## src/lbam_pkg.sv

```systemverilog
// Purpose: Shared constants for the leaky bucket activity monitor.
// Assumes: 25 MHz core clock, byte-wide register port.
// Notes:   Offsets and reset values live here only.
package lbam_pkg;

  // ---------------------------------------------------------------
  // Timing
  // ---------------------------------------------------------------
  // Evaluation cycle length in milliseconds.
  localparam int unsigned EVAL_PERIOD_MS = 128;
  // Core clock rate in hertz.
  localparam int unsigned CLK_HZ = 25000000;
  // Cycles per evaluation window.
  localparam int unsigned EVAL_CYCLES = (CLK_HZ / 1000) * EVAL_PERIOD_MS;

  // ---------------------------------------------------------------
  // Register map
  // ---------------------------------------------------------------
  // Byte-wide register addresses.
  localparam logic [7:0] ADDR_UPPER = 8'h58;
  localparam logic [7:0] ADDR_LOWER = 8'h59;
  localparam logic [7:0] ADDR_CEIL  = 8'h5A;
  localparam logic [7:0] ADDR_DECAY = 8'h5B;
  localparam logic [7:0] ADDR_STAT  = 8'h60;
  localparam logic [7:0] ADDR_MASK  = 8'h61;
  localparam logic [7:0] ADDR_LEVEL = 8'h62;
  // Reset values.
  localparam logic [7:0] RST_UPPER = 8'h06;
  localparam logic [7:0] RST_LOWER = 8'h04;
  localparam logic [7:0] RST_CEIL  = 8'h08;
  localparam logic [1:0] RST_DECAY = 2'h1;
  localparam logic [1:0] RST_MASK  = 2'h0;
  // Status bit positions.
  localparam int unsigned STAT_RAISE = 0;
  localparam int unsigned STAT_CLEAR = 1;

endpackage : lbam_pkg

```

## src/lbam_monitor.sv

```systemverilog
// Purpose: Leaky bucket activity alarm, configuration set two.
// Assumes: fail_i is an asynchronous level from the input checker.
// Notes:   Register port is byte-wide with one-cycle read latency.
//
// Overview of operation
// - Each 128 ms cycle, failure adds one.
// - Quiet cycles subtract one per decay period.
// - Alarm clears when count reaches lower threshold and is below upper threshold.
// - Count is capped at the programmed bucket ceiling at each window update.
// - Alarm raises when count reaches upper threshold.
//
// Decided for this implementation: strobed register access.
`timescale 1ns/1ns
module lbam_monitor #(
  parameter int unsigned EVAL_CYCLES = lbam_pkg::EVAL_CYCLES
) (
  // Clock and reset.
  input  wire logic       clk_i,
  input  wire logic       rst_i,
  // Monitored reference condition.
  input  wire logic       fail_i,
  // Register port.
  input  wire logic [7:0] addr_i,
  input  wire logic [7:0] wdata_i,
  input  wire logic       we_i,
  input  wire logic       re_i,
  output logic      [7:0] rdata_o,
  // Results.
  output logic      [7:0] level_o,
  output logic            alarm_o,
  output logic            irq_o
);

  // ---------------------------------------------------------------
  // Input synchroniser and window tick
  // ---------------------------------------------------------------
  logic       sync1_q;    // First stage, read only by second stage.
  logic       sync2_q;    // Safe synchronised failure level.
  logic       seen_q;     // Failure seen in this window.
  logic       seen_d;
  logic       tick;       // Window boundary pulse.

  lbam_tick #(
    .PERIOD (EVAL_CYCLES)
  ) u_tick (
    .clk_i  (clk_i),
    .rst_i  (rst_i),
    .tick_o (tick)
  );

  // A failure anywhere in the window marks the whole window failed.
  always_comb begin
    if (tick) begin
      seen_d = 1'b0;
    end else begin
      seen_d = seen_q | sync2_q;
    end
  end

  // Register synchroniser and window flag.
  always_ff @(posedge clk_i or posedge rst_i) begin
    if (rst_i) begin
      sync1_q <= 1'b0;
      sync2_q <= 1'b0;
      seen_q  <= 1'b0;
    end else begin
      sync1_q <= fail_i;
      sync2_q <= sync1_q;
      seen_q  <= seen_d;
    end
  end

  // Window verdict includes a failure on the final cycle.
  logic win_fail;
  assign win_fail = seen_q | sync2_q;

  // ---------------------------------------------------------------
  // Configuration registers
  // ---------------------------------------------------------------
  logic [7:0] upper_q, upper_d;   // Alarm raise threshold.
  logic [7:0] lower_q, lower_d;   // Alarm clear threshold.
  logic [7:0] ceil_q,  ceil_d;    // Bucket size.
  logic [1:0] decay_q, decay_d;   // Decay selector.
  logic [1:0] mask_q,  mask_d;    // Interrupt enables.

  // Software writes; a zero ceiling or upper value is out of range,
  // so it is forced to one rather than stalling the bucket at zero.
  always_comb begin
    upper_d = upper_q;
    lower_d = lower_q;
    ceil_d  = ceil_q;
    decay_d = decay_q;
    mask_d  = mask_q;
    if (we_i) begin
      case (addr_i)
        lbam_pkg::ADDR_UPPER: upper_d = (wdata_i == 8'h00) ? 8'h01 : wdata_i;
        lbam_pkg::ADDR_LOWER: lower_d = wdata_i;
        lbam_pkg::ADDR_CEIL:  ceil_d  = (wdata_i == 8'h00) ? 8'h01 : wdata_i;
        lbam_pkg::ADDR_DECAY: decay_d = wdata_i[1:0];
        lbam_pkg::ADDR_MASK:  mask_d  = wdata_i[1:0];
        default: begin
          upper_d = upper_q;
        end
      endcase
    end
  end

  // Register configuration.
  always_ff @(posedge clk_i or posedge rst_i) begin
    if (rst_i) begin
      upper_q <= lbam_pkg::RST_UPPER;
      lower_q <= lbam_pkg::RST_LOWER;
      ceil_q  <= lbam_pkg::RST_CEIL;
      decay_q <= lbam_pkg::RST_DECAY;
      mask_q  <= lbam_pkg::RST_MASK;
    end else begin
      upper_q <= upper_d;
      lower_q <= lower_d;
      ceil_q  <= ceil_d;
      decay_q <= decay_d;
      mask_q  <= mask_d;
    end
  end

  // ---------------------------------------------------------------
  // Bucket accumulator and alarm
  // ---------------------------------------------------------------
  logic [7:0] acc_q, acc_d;       // Bucket fill level.
  logic [2:0] dcnt_q, dcnt_d;     // Quiet windows since last leak or failed window.
  logic       alarm_q, alarm_d;   // Inactivity alarm.
  logic       raise_ev;           // Alarm rising event.
  logic       clear_ev;           // Alarm falling event.

  // Decay period in windows minus one: 0, 1, 3 or 7.
  function automatic logic [2:0] decay_last(input logic [1:0] sel);
    decay_last = 3'((4'h1 << sel) - 4'h1);
  endfunction

  // One update per window boundary.
  always_comb begin
    acc_d  = acc_q;
    dcnt_d = dcnt_q;
    if (tick) begin
      if (win_fail) begin
        dcnt_d = 3'h0;
        if (acc_q < ceil_q) begin
          acc_d = acc_q + 8'h1;
        end else begin
          acc_d = ceil_q;
        end
      end else if (dcnt_q >= decay_last(decay_q)) begin
        dcnt_d = 3'h0;
        if (acc_q != 8'h0) begin
          acc_d = acc_q - 8'h1;
        end
      end else begin
        dcnt_d = dcnt_q + 3'h1;
      end
      // A ceiling lowered below the count pulls the count down too.
      if (acc_d > ceil_q) begin
        acc_d = ceil_q;
      end
    end
  end

  // Alarm follows the new count; clearing also needs the count below upper, so an upper
  // threshold at or below the lower one keeps the alarm high until the count falls below upper.
  always_comb begin
    alarm_d = alarm_q;
    if (tick) begin
      if (!alarm_q && acc_d >= upper_q) begin
        alarm_d = 1'b1;
      end else if (alarm_q && acc_d <= lower_q && acc_d < upper_q) begin
        alarm_d = 1'b0;
      end
    end
  end

  assign raise_ev = !alarm_q && alarm_d;
  assign clear_ev = alarm_q && !alarm_d;

  // Register bucket state.
  always_ff @(posedge clk_i or posedge rst_i) begin
    if (rst_i) begin
      acc_q   <= 8'h00;
      dcnt_q  <= 3'h0;
      alarm_q <= 1'b0;
    end else begin
      acc_q   <= acc_d;
      dcnt_q  <= dcnt_d;
      alarm_q <= alarm_d;
    end
  end

  // ---------------------------------------------------------------
  // Interrupt status
  // ---------------------------------------------------------------
  logic [1:0] stat_q, stat_d;     // Sticky raise and clear events.
  logic [1:0] ev;

  assign ev = {clear_ev, raise_ev};

  // Write one to clear; a new event in the same cycle wins.
  always_comb begin
    stat_d = stat_q;
    if (we_i && addr_i == lbam_pkg::ADDR_STAT) begin
      stat_d = stat_q & ~wdata_i[1:0];
    end
    stat_d = stat_d | ev;
  end

  // Register status.
  always_ff @(posedge clk_i or posedge rst_i) begin
    if (rst_i) begin
      stat_q <= 2'h0;
    end else begin
      stat_q <= stat_d;
    end
  end

  assign irq_o = |(stat_q & mask_q);

  // ---------------------------------------------------------------
  // Read path
  // ---------------------------------------------------------------
  logic [7:0] rdata_q, rdata_d;

  // Unmapped addresses read as zero.
  always_comb begin
    rdata_d = 8'h00;
    if (re_i) begin
      case (addr_i)
        lbam_pkg::ADDR_UPPER: rdata_d = upper_q;
        lbam_pkg::ADDR_LOWER: rdata_d = lower_q;
        lbam_pkg::ADDR_CEIL:  rdata_d = ceil_q;
        lbam_pkg::ADDR_DECAY: rdata_d = {6'h00, decay_q};
        lbam_pkg::ADDR_STAT:  rdata_d = {6'h00, stat_q};
        lbam_pkg::ADDR_MASK:  rdata_d = {6'h00, mask_q};
        lbam_pkg::ADDR_LEVEL: rdata_d = {alarm_q, 7'h00} | {1'b0, acc_q[6:0]};
        default:              rdata_d = 8'h00;
      endcase
    end
  end

  // Read data stand one cycle after the strobe.
  always_ff @(posedge clk_i or posedge rst_i) begin
    if (rst_i) begin
      rdata_q <= 8'h00;
    end else begin
      rdata_q <= rdata_d;
    end
  end

  assign rdata_o = rdata_q;
  assign level_o = acc_q;
  assign alarm_o = alarm_q;
endmodule // lbam_monitor

```

## src/lbam_tick.sv

```systemverilog
// Purpose: Free-running evaluation period tick generator.
// Assumes: Single clock domain.
// Notes:   Emits a one-cycle pulse every PERIOD clocks.
`timescale 1ns/1ns
module lbam_tick #(
  parameter int unsigned PERIOD = lbam_pkg::EVAL_CYCLES
) (
  // Clock and reset.
  input  wire logic clk_i,
  input  wire logic rst_i,
  // Tick output.
  output logic      tick_o
);

  // Down counter; 22 bits covers the full 128 ms window.
  logic [21:0] cnt_q;
  logic [21:0] cnt_d;

  // Reload at zero so the period is exact.
  always_comb begin
    if (cnt_q == 22'h0) begin
      cnt_d = 22'(PERIOD - 1);
    end else begin
      cnt_d = cnt_q - 22'h1;
    end
  end

  // Register the count.
  always_ff @(posedge clk_i or posedge rst_i) begin
    if (rst_i) begin
      cnt_q <= 22'h0;
    end else begin
      cnt_q <= cnt_d;
    end
  end

  // Pulse once per window.
  assign tick_o = (cnt_q == 22'h1);

endmodule // lbam_tick
```

## config.mk

```make
export PLATFORM = sky130hd
export DESIGN_NAME = lbam_monitor
export DESIGN_NICKNAME = d
export VERILOG_FILES = /design/src/lbam_pkg.sv /design/src/lbam_monitor.sv /design/src/lbam_tick.sv
export SDC_FILE = /design/constraint.sdc
export NUM_CORES = 1
export LEC_CHECK = 0
export BUFFER_PORTS_ARGS = -buffer_cell sky130_fd_sc_hd__buf_2
export CAP_MARGIN = 20
export CORE_ASPECT_RATIO = 0.6
export CORE_MARGIN = 2
export CORE_UTILIZATION = 60
export DETAILED_ROUTE_END_ITERATION = 12
export PLACE_DENSITY = 0.8
export SYNTH_ARGS = -nofsm -noshare
export SYNTH_HDL_FRONTEND = slang
export SYNTH_SLANG_ARGS = --single-unit
```

## constraint.sdc

```tcl
create_clock -name clk_i -period 5.16 [get_ports clk_i]
set_clock_uncertainty 0.1 [all_clocks]
set_input_delay 0.774 -clock clk_i [delete_from_list [all_inputs] [get_ports clk_i]]
set_output_delay 0.774 -clock clk_i [all_outputs]
set_load 0.005 [all_outputs]
```

=== Word-level counts from Yosys, hierarchy flattened ===
Index checks and enable logic that the tools add are counted.

* $add $sub $neg: 5
* Multiply operators: 0
* Divide/modulo/power cells: 0
* Order comparisons: 6
* Equality and inequality tests: 8
* Shift-type cells: 1
* Multiplexer cells: 18
* Bitwise gates (word level): 6
* Reductions and logical operators: 17

{| class="wikitable"
|+ Operator list
! cell !! count
|-
| 8-bit 2-to-1 mux || 9
|-
| 8-bit by 7-bit == test with 1-bit output, second input constant || 7
|-
| 8-bit one-hot mux with 7 select lines || 1
|-
| 22-bit by 1-bit == test with 1-bit output, second input constant || 1
|-
| 22-bit zero test || 1
|-
| 22-bit 2-to-1 mux || 1
|-
| 22-bit by 1-bit subtractor with 22-bit output, second input constant || 1
|-
| 8-bit less-than comparator || 2
|-
| 2-bit AND reduction || 5
|-
| 8-bit by 1-bit adder with 8-bit output, second input constant || 1
|-
| 8-bit greater-or-equal comparator || 1
|-
| 8-bit > comparator || 1
|-
| 8-bit less-or-equal comparator || 1
|-
| 8-bit zero test || 1
|-
| 8-bit by 7-bit OR with 8-bit output || 1
|-
| 8-bit nonzero test || 1
|-
| 8-bit by 1-bit subtractor with 8-bit output, second input constant || 1
|-
| 1-bit logical AND || 6
|-
| 3-bit 2-to-1 mux || 2
|-
| 2-bit AND || 2
|-
| 1-bit 2-to-1 mux || 4
|-
| 3-bit by 1-bit adder with 3-bit output, second input constant || 1
|-
| 3-bit greater-or-equal comparator || 1
|-
| 1-bit by 2-bit << shifter with 3-bit output, first input constant || 1
|-
| other kinds (7) || 8
|}

* Register bits after elaboration: 75
* Bits in latches: 0
* Bits in writable memories: 0
* Bits in read-only memories: 0
* Bits of input ports: 21
* Output and inout port bits: 18
* Logic and storage cells: 75
* Memories kept: 0

=== Longest topological paths before layout ===
* Depth after elaboration: 18
* Mapped depth: 23
* Depth with buffers taken out: 22

=== Cells and area by module ===
A second synthesis with hierarchy kept.

* Cells, all modules: 489
* Area, all modules: 4,827.1 um^2

{| class="wikitable"
|+ By module, submodules not included
! module !! times used !! cells an instance !! area an instance (um^2) !! seq. area each (um^2)
|-
| lbam_monitor || 1 || 384 || 3,731.1 || 1,332.5
|-
| lbam_tick || 1 || 105 || 1,096.1 || 550.5
|}

=== Worst setup path after synthesis ===
OpenSTA, ideal clock, no wires.

* Path type: reg-to-reg
* Start point: register ceil_q[3]
* End point: register stat_q[1]
* Library setup time: 0.110 ns
* Arrival: 4.514 ns
* Required time: 4.950 ns
* Slack: 0.436 ns
* Stages on the path, launching flop included: 21
* Path buffers: 0
* Clock period less this slack: 4.724 ns
* Cell sequence: dfstp_2 -> inv_1 -> ha_1 -> nor4_1 -> o21ai_0 -> a31oi_1 -> nor3_1 -> a211oi_1 -> inv_1 -> ha_1 -> nand4_1 -> or2_2 -> o21ai_1 -> o21ai_0 -> o21ai_0 -> ha_1 -> a2111oi_0 -> nand2_1 -> a31oi_1 -> o21ai_0 -> o41ai_1

* Word-level cells in the longest chain between the ends: 16
* Elaborated cells between the ends (all ways): 19
* Those cells by class: order compare: 5; mux: 8; bitwise: 1; reduce/logical: 5

{| class="wikitable"
|+ Ends and longest elaborated chain
! item !! line !! RTL
|-
| from (decl) || lbam_monitor.sv:82 || <nowiki>logic [7:0] ceil_q, ceil_d;</nowiki>
|-
| from (signal assigned) || lbam_monitor.sv:113 || <nowiki>ceil_q <= lbam_pkg::RST_CEIL;</nowiki>
|-
| from (signal assigned) || lbam_monitor.sv:119 || <nowiki>ceil_q <= ceil_d;</nowiki>
|-
| 8-bit less-than comparator || lbam_monitor.sv:146 || <nowiki>if (acc_q < ceil_q) begin</nowiki>
|-
| 8-bit 2-to-1 mux || lbam_monitor.sv:146 ||
|-
| 8-bit 2-to-1 mux || lbam_monitor.sv:144 || <nowiki>if (win_fail) begin</nowiki>
|-
| 8-bit 2-to-1 mux || lbam_monitor.sv:143 || <nowiki>if (tick) begin</nowiki>
|-
| 8-bit > comparator || lbam_monitor.sv:160 || <nowiki>if (acc_d > ceil_q) begin</nowiki>
|-
| 8-bit 2-to-1 mux (*) || lbam_monitor.sv:160 ||
|-
| 8-bit 2-to-1 mux (*) || lbam_monitor.sv:143 ||
|-
| named net acc_d[7] || lbam_monitor.sv:128 || <nowiki>logic [7:0] acc_q, acc_d;</nowiki>
|-
| 8-bit less-or-equal comparator || lbam_monitor.sv:173 || <nowiki>end else if (alarm_q && acc_d <= lower_q && acc_d < upper_q) begin</nowiki>
|-
| 1-bit logical AND (2 in a row) || lbam_monitor.sv:173 ||
|-
| 1-bit 2-to-1 mux || lbam_monitor.sv:173 ||
|-
| 1-bit 2-to-1 mux (*) || lbam_monitor.sv:171 || <nowiki>if (!alarm_q && acc_d >= upper_q) begin</nowiki>
|-
| 1-bit 2-to-1 mux (*) || lbam_monitor.sv:170 || <nowiki>if (tick) begin</nowiki>
|-
| 1-bit zero test (*) || lbam_monitor.sv:180 || <nowiki>assign clear_ev = alarm_q && !alarm_d;</nowiki>
|-
| 1-bit logical AND (*) || lbam_monitor.sv:180 ||
|-
| 2-bit OR (*) || lbam_monitor.sv:209 || <nowiki>stat_d = stat_d | ev;</nowiki>
|-
| named net stat_d[1] || lbam_monitor.sv:198 || <nowiki>logic [1:0] stat_q, stat_d;</nowiki>
|-
| to (signal assigned) || lbam_monitor.sv:217 || <nowiki>stat_q <= stat_d;</nowiki>
|-
| to (decl) || lbam_monitor.sv:198 ||
|}

Mark *: on every way through the listed nets, which the timed path passes. The rest lies on a longest branch. The select of a mux whose other input is x is not followed.
A chain may end at the register's enable or synchronous reset.

=== Worst setup path after layout ===
* Start point: register decay_q[0]
* End point: register stat_q[1]

* Word-level cells in the longest chain between the ends: 18
* Elaborated cells between the ends (all ways): 21
* Those cells by class: add/sub: 1; order compare: 5; shift: 1; mux: 8; bitwise: 1; reduce/logical: 5

{| class="wikitable"
|+ Ends and longest elaborated chain
! item !! line !! RTL
|-
| from (decl) || lbam_monitor.sv:83 || <nowiki>logic [1:0] decay_q, decay_d;</nowiki>
|-
| from (signal assigned) || lbam_monitor.sv:114 || <nowiki>decay_q <= lbam_pkg::RST_DECAY;</nowiki>
|-
| from (signal assigned) || lbam_monitor.sv:120 || <nowiki>decay_q <= decay_d;</nowiki>
|-
| 1-bit by 2-bit << shifter with 3-bit output (*) || lbam_monitor.sv:136 || <nowiki>decay_last = 3'((4'h1 << sel) - 4'h1);</nowiki>
|-
| 3-bit by 1-bit subtractor with 3-bit output (*) || lbam_monitor.sv:136 ||
|-
| 3-bit greater-or-equal comparator (*) || lbam_monitor.sv:151 || <nowiki>end else if (dcnt_q >= decay_last(decay_q)) begin</nowiki>
|-
| 8-bit 2-to-1 mux (*) || lbam_monitor.sv:151 ||
|-
| 8-bit 2-to-1 mux (*) || lbam_monitor.sv:144 ||
|-
| 8-bit 2-to-1 mux (*) || lbam_monitor.sv:143 ||
|-
| 8-bit > comparator || lbam_monitor.sv:160 ||
|-
| 8-bit 2-to-1 mux (*) || lbam_monitor.sv:160 ||
|-
| (+1 left out) || - ||
|-
| named net acc_d[4] || lbam_monitor.sv:128 ||
|-
| (+1 left out) || - ||
|-
| 1-bit logical AND (2 in a row) || lbam_monitor.sv:173 ||
|-
| 1-bit 2-to-1 mux || lbam_monitor.sv:173 ||
|-
| 1-bit 2-to-1 mux (*) || lbam_monitor.sv:171 ||
|-
| 1-bit 2-to-1 mux (*) || lbam_monitor.sv:170 ||
|-
| 1-bit zero test (*) || lbam_monitor.sv:180 ||
|-
| 1-bit logical AND (*) || lbam_monitor.sv:180 ||
|-
| 2-bit OR (*) || lbam_monitor.sv:209 ||
|-
| named net stat_d[1] || lbam_monitor.sv:198 ||
|}

Marked as above.

==> impl_metrics.ini <==
[yosys]
ys_seq_area_share_pct = 39.89
synth_area_um2 = 4721
synthCells = 512
synth_edf_count = 0
synth.distinct_cells = 61
ys_seq_elements = 75
synthesis.nets = 573
yosys_warnings = 0
avgSynthCellArea_um2 = 9.220
yosysTopAreaCell = dfrtp_1
synth.area.top_cells = dfrtp_1 (37%), ha_1 (11%), mux2_2 (4.8%)
synthArstFlopShare_pct = 100.0
ys.flop_type = dfrtp_1
synth.top_cell.area_share_pct = 37.11

[routing]
initialDrtViolationCount = 586
vias_per_cell = 6.359
route.detailed.drc = 0
firstDrtPassIters = 5
ant_nets = 0
dr_total_vias = 4375
wl_per_cell_um = 19.84
wl_um = 13650

[pwr]
power.switching_mw = 0.4349
combPwrFrac_pct = 19.2
p_seq_share_pct = 37.2
p_int_mw = 1.221
irDropWorstVdd_v = 0.0001773
power.density_nw_per_um2 = 293.3
pwr-share-clk_pct = 43.6
switching_share_pct = 26.27
p_leak_nw = 2.590

[placed_design]
hpwl_um = 10480
gp_congestion = 0.9054
placed_cells = 668
io_buffers = 38

[setup_path]
cp_slowest_cell = dfstp_2
max_stage_delay_ps = 550
crit_chain = nand2_1, ha_1, nand2_1, o21a_2, buf_4, o21a_1, o21bai_1, buf_4, o21ai_0, ha_1, nand4_1, or2_2, o21a_2, nor3_1, o32ai_1, buf_4, ha_1, a2111oi_1, a211oi_2, o21a_1, o41ai_2
worst_setup_path_start_kind = flip-flop
crit_arrival_ps = 5110
crit_fanout = 7
cp_data_required_time_ps = 5300
path_class = flip-flop to flip-flop
crit_path_end_kind = flip-flop

[sta]
drv_slew = 0
fmax_mhz = 201.4
period_minus_slack_ps = 4966
hold_viol = 0
fin_crit_sh_pct = 96.24
worst_slew_pin_slew_ps = 996.0
setup_viol_count_final = 0
slew_headroom_pct = 33.47

[cells_and_area]
layout.nets = 640
layout-drive-gt1-share_pct = 23.97
final_common_cell = dfrtp_1
fillers = 562
layout.cells.non_filler = 688
final_cell_mix = dfrtp_1 (70), nand2_1 (52), ha_1 (40), o21ai_0 (39), buf_2 (38)
antenna_cells = 0
area_delta_synth_final_pct = 19.56
final_util_pct = 75.79

[floorplanning]
dieWidth_um = 118.5
initial_utilization_pct = 63.39
dieHeight_um = 72.71
fp.coreArea_um2 = 7447
rows = 24
ioPinCount = 39
die-area_um2 = 8617

[clock_network]
clockBufferDepth = 2
cts-htree-levels = 3
clkTransAtPathRegs_ps = 60
ctsRootBufferMaster = clkbuf_16
cts_buffers = 9
numClockSinks = 75
cts_tree = yes
clock_latency_ps = 340

[grt]
grt_pass1_wl_um = 21640
overflow = 0
grt_pass1_vias = 4158
antenna_found_initial = 0
track_usage_pct = 32.94
grt_max_degree = 60

[run]
maxCapViolCount = 0

[hold_path]
hp-class = flip-flop to flip-flop

[status]
status = finished clean
-- timing repair --
item | 4_1_cts | 5_1_grt
setup endpoints to repair | 2 | 3
pin swaps | 0 | 8
hold buffers | 0 | 0
gates resized for setup | 4 | 18
buffers inserted | 0 | 4
-- metrics by stage --
step                      total power [mW]  instance area (um2)  setup TNS [ps]  hold slack, ps  setup WS, ps
after global placement              0.8961                 5204               0           244.3         217.6
final                                1.656                 5644               0           254.8         194.2
after global routing                 1.711                 5644          -39.78           264.9        -39.78
after detailed placement            0.8999                 5204          -29.20           242.5        -29.20
after CTS                            1.622                 5562               0           256.1         62.38
after floorplan                     0.7962                 4721               0           231.2         436.3
-- cell usage after synthesis, types with 6 or more instances --
library cell   n
a21oi_1       21
a222oi_1       6
clkbuf_1      14
dfrtp_1       70
ha_1          40
inv_1         35
mux2_2        20
mux2i_1        6
nand2_1       52
nand3_1       19
nand4_1        7
nor2_1        32
nor2b_1        8
nor3_1        21
nor4_1         7
o21a_1         8
o21ai_0       43
o22ai_1        6
xnor2_1       14
xor2_1         7
-- cell type report --
cell class / count / area [um2] / area share [%]
clock inverter: 6 / 113.9 / 2.017
sequential: 75 / 1883 / 33.36
multi-input combinational: 386 / 2711 / 48.04
timing repair buffer: 72 / 445.4 / 7.892
tap: 104 / 130.1 / 2.305
clock buffer: 10 / 229.0 / 4.057
inverter: 35 / 131.4 / 2.328
-- power groups by stage --
stage	Sequential (mW)	Clock, mW	Combinational, mW
floorplan	0.622	0	0.175
global placement	0.625	0	0.271
detailed placement	0.626	0	0.274
CTS	0.615	0.724	0.282
global route	0.617	0.748	0.346
finish	0.616	0.722	0.317
-- cell families (layout without fill, tap and decap cells) --
family,after synthesis,count (layout),share of synthesized area [%]
AOI/OAI and AO/OA,121,121,16.46
xor gates and xnor gates,21,21,3.896
adders and majority gates,40,40,10.60
buffers and inverters,51,123,4.108
DFF,75,75,39.89
muxes,26,26,6.043
and+or+nand+nor,178,178,19.00
-- worst max-delay path: cells and delay by family, from the launching register on --
family / cells / cell delay (ps)
adder cells (fa/ha/maj): 3 / 870
flip-flops: 1 / 550
AND/OR/NAND/NOR: 5 / 810
buffers and inverters: 3 / 480
AO/OA/AOI/OAI: 10 / 2050
-- final timing paths --
path | startpoint | end | slack, ps | cells after the start
min in group asynchronous | rst_i | u_tick.cnt_q[19]$_DFF_PP0_ | 300 | 2
min | sync1_q$_DFF_PP0_ | sync2_q$_DFF_PP0_ | 250 | 0
min reg2reg | sync1_q$_DFF_PP0_ | sync2_q$_DFF_PP0_ | 250 | 0
max | decay_q[0]$_DFFE_PP1P_ | stat_q[1]$_DFF_PP0_ | 190 | 21
max in group asynchronous | rst_i | lower_q[0]$_DFFE_PP0P_ | 3610 | 3
max reg2reg | decay_q[0]$_DFFE_PP1P_ | stat_q[1]$_DFF_PP0_ | 190 | 21
-- layer usage --
layer	routed length [um]	GRT usage, %	share of wire [%]
met5	0	0	0
met1	6410	50.61	47
met3	1565	7.656	11
met2	5517	46.82	40
met4	157	8.730	1.2
-- state kept, by name, summed over array words and instances (netlist names) --
name	count
alarm_o	1
ceil_q	8
dcnt_q	3
decay_q	2
level_o	8
lower_q	8
mask_q	2
rdata_o	8
seen_q	1
stat_q	2
sync1_q	1
sync2_q	1
u_tick.cnt_q	22
upper_q	8
Power figures use the tool's default switching activity.
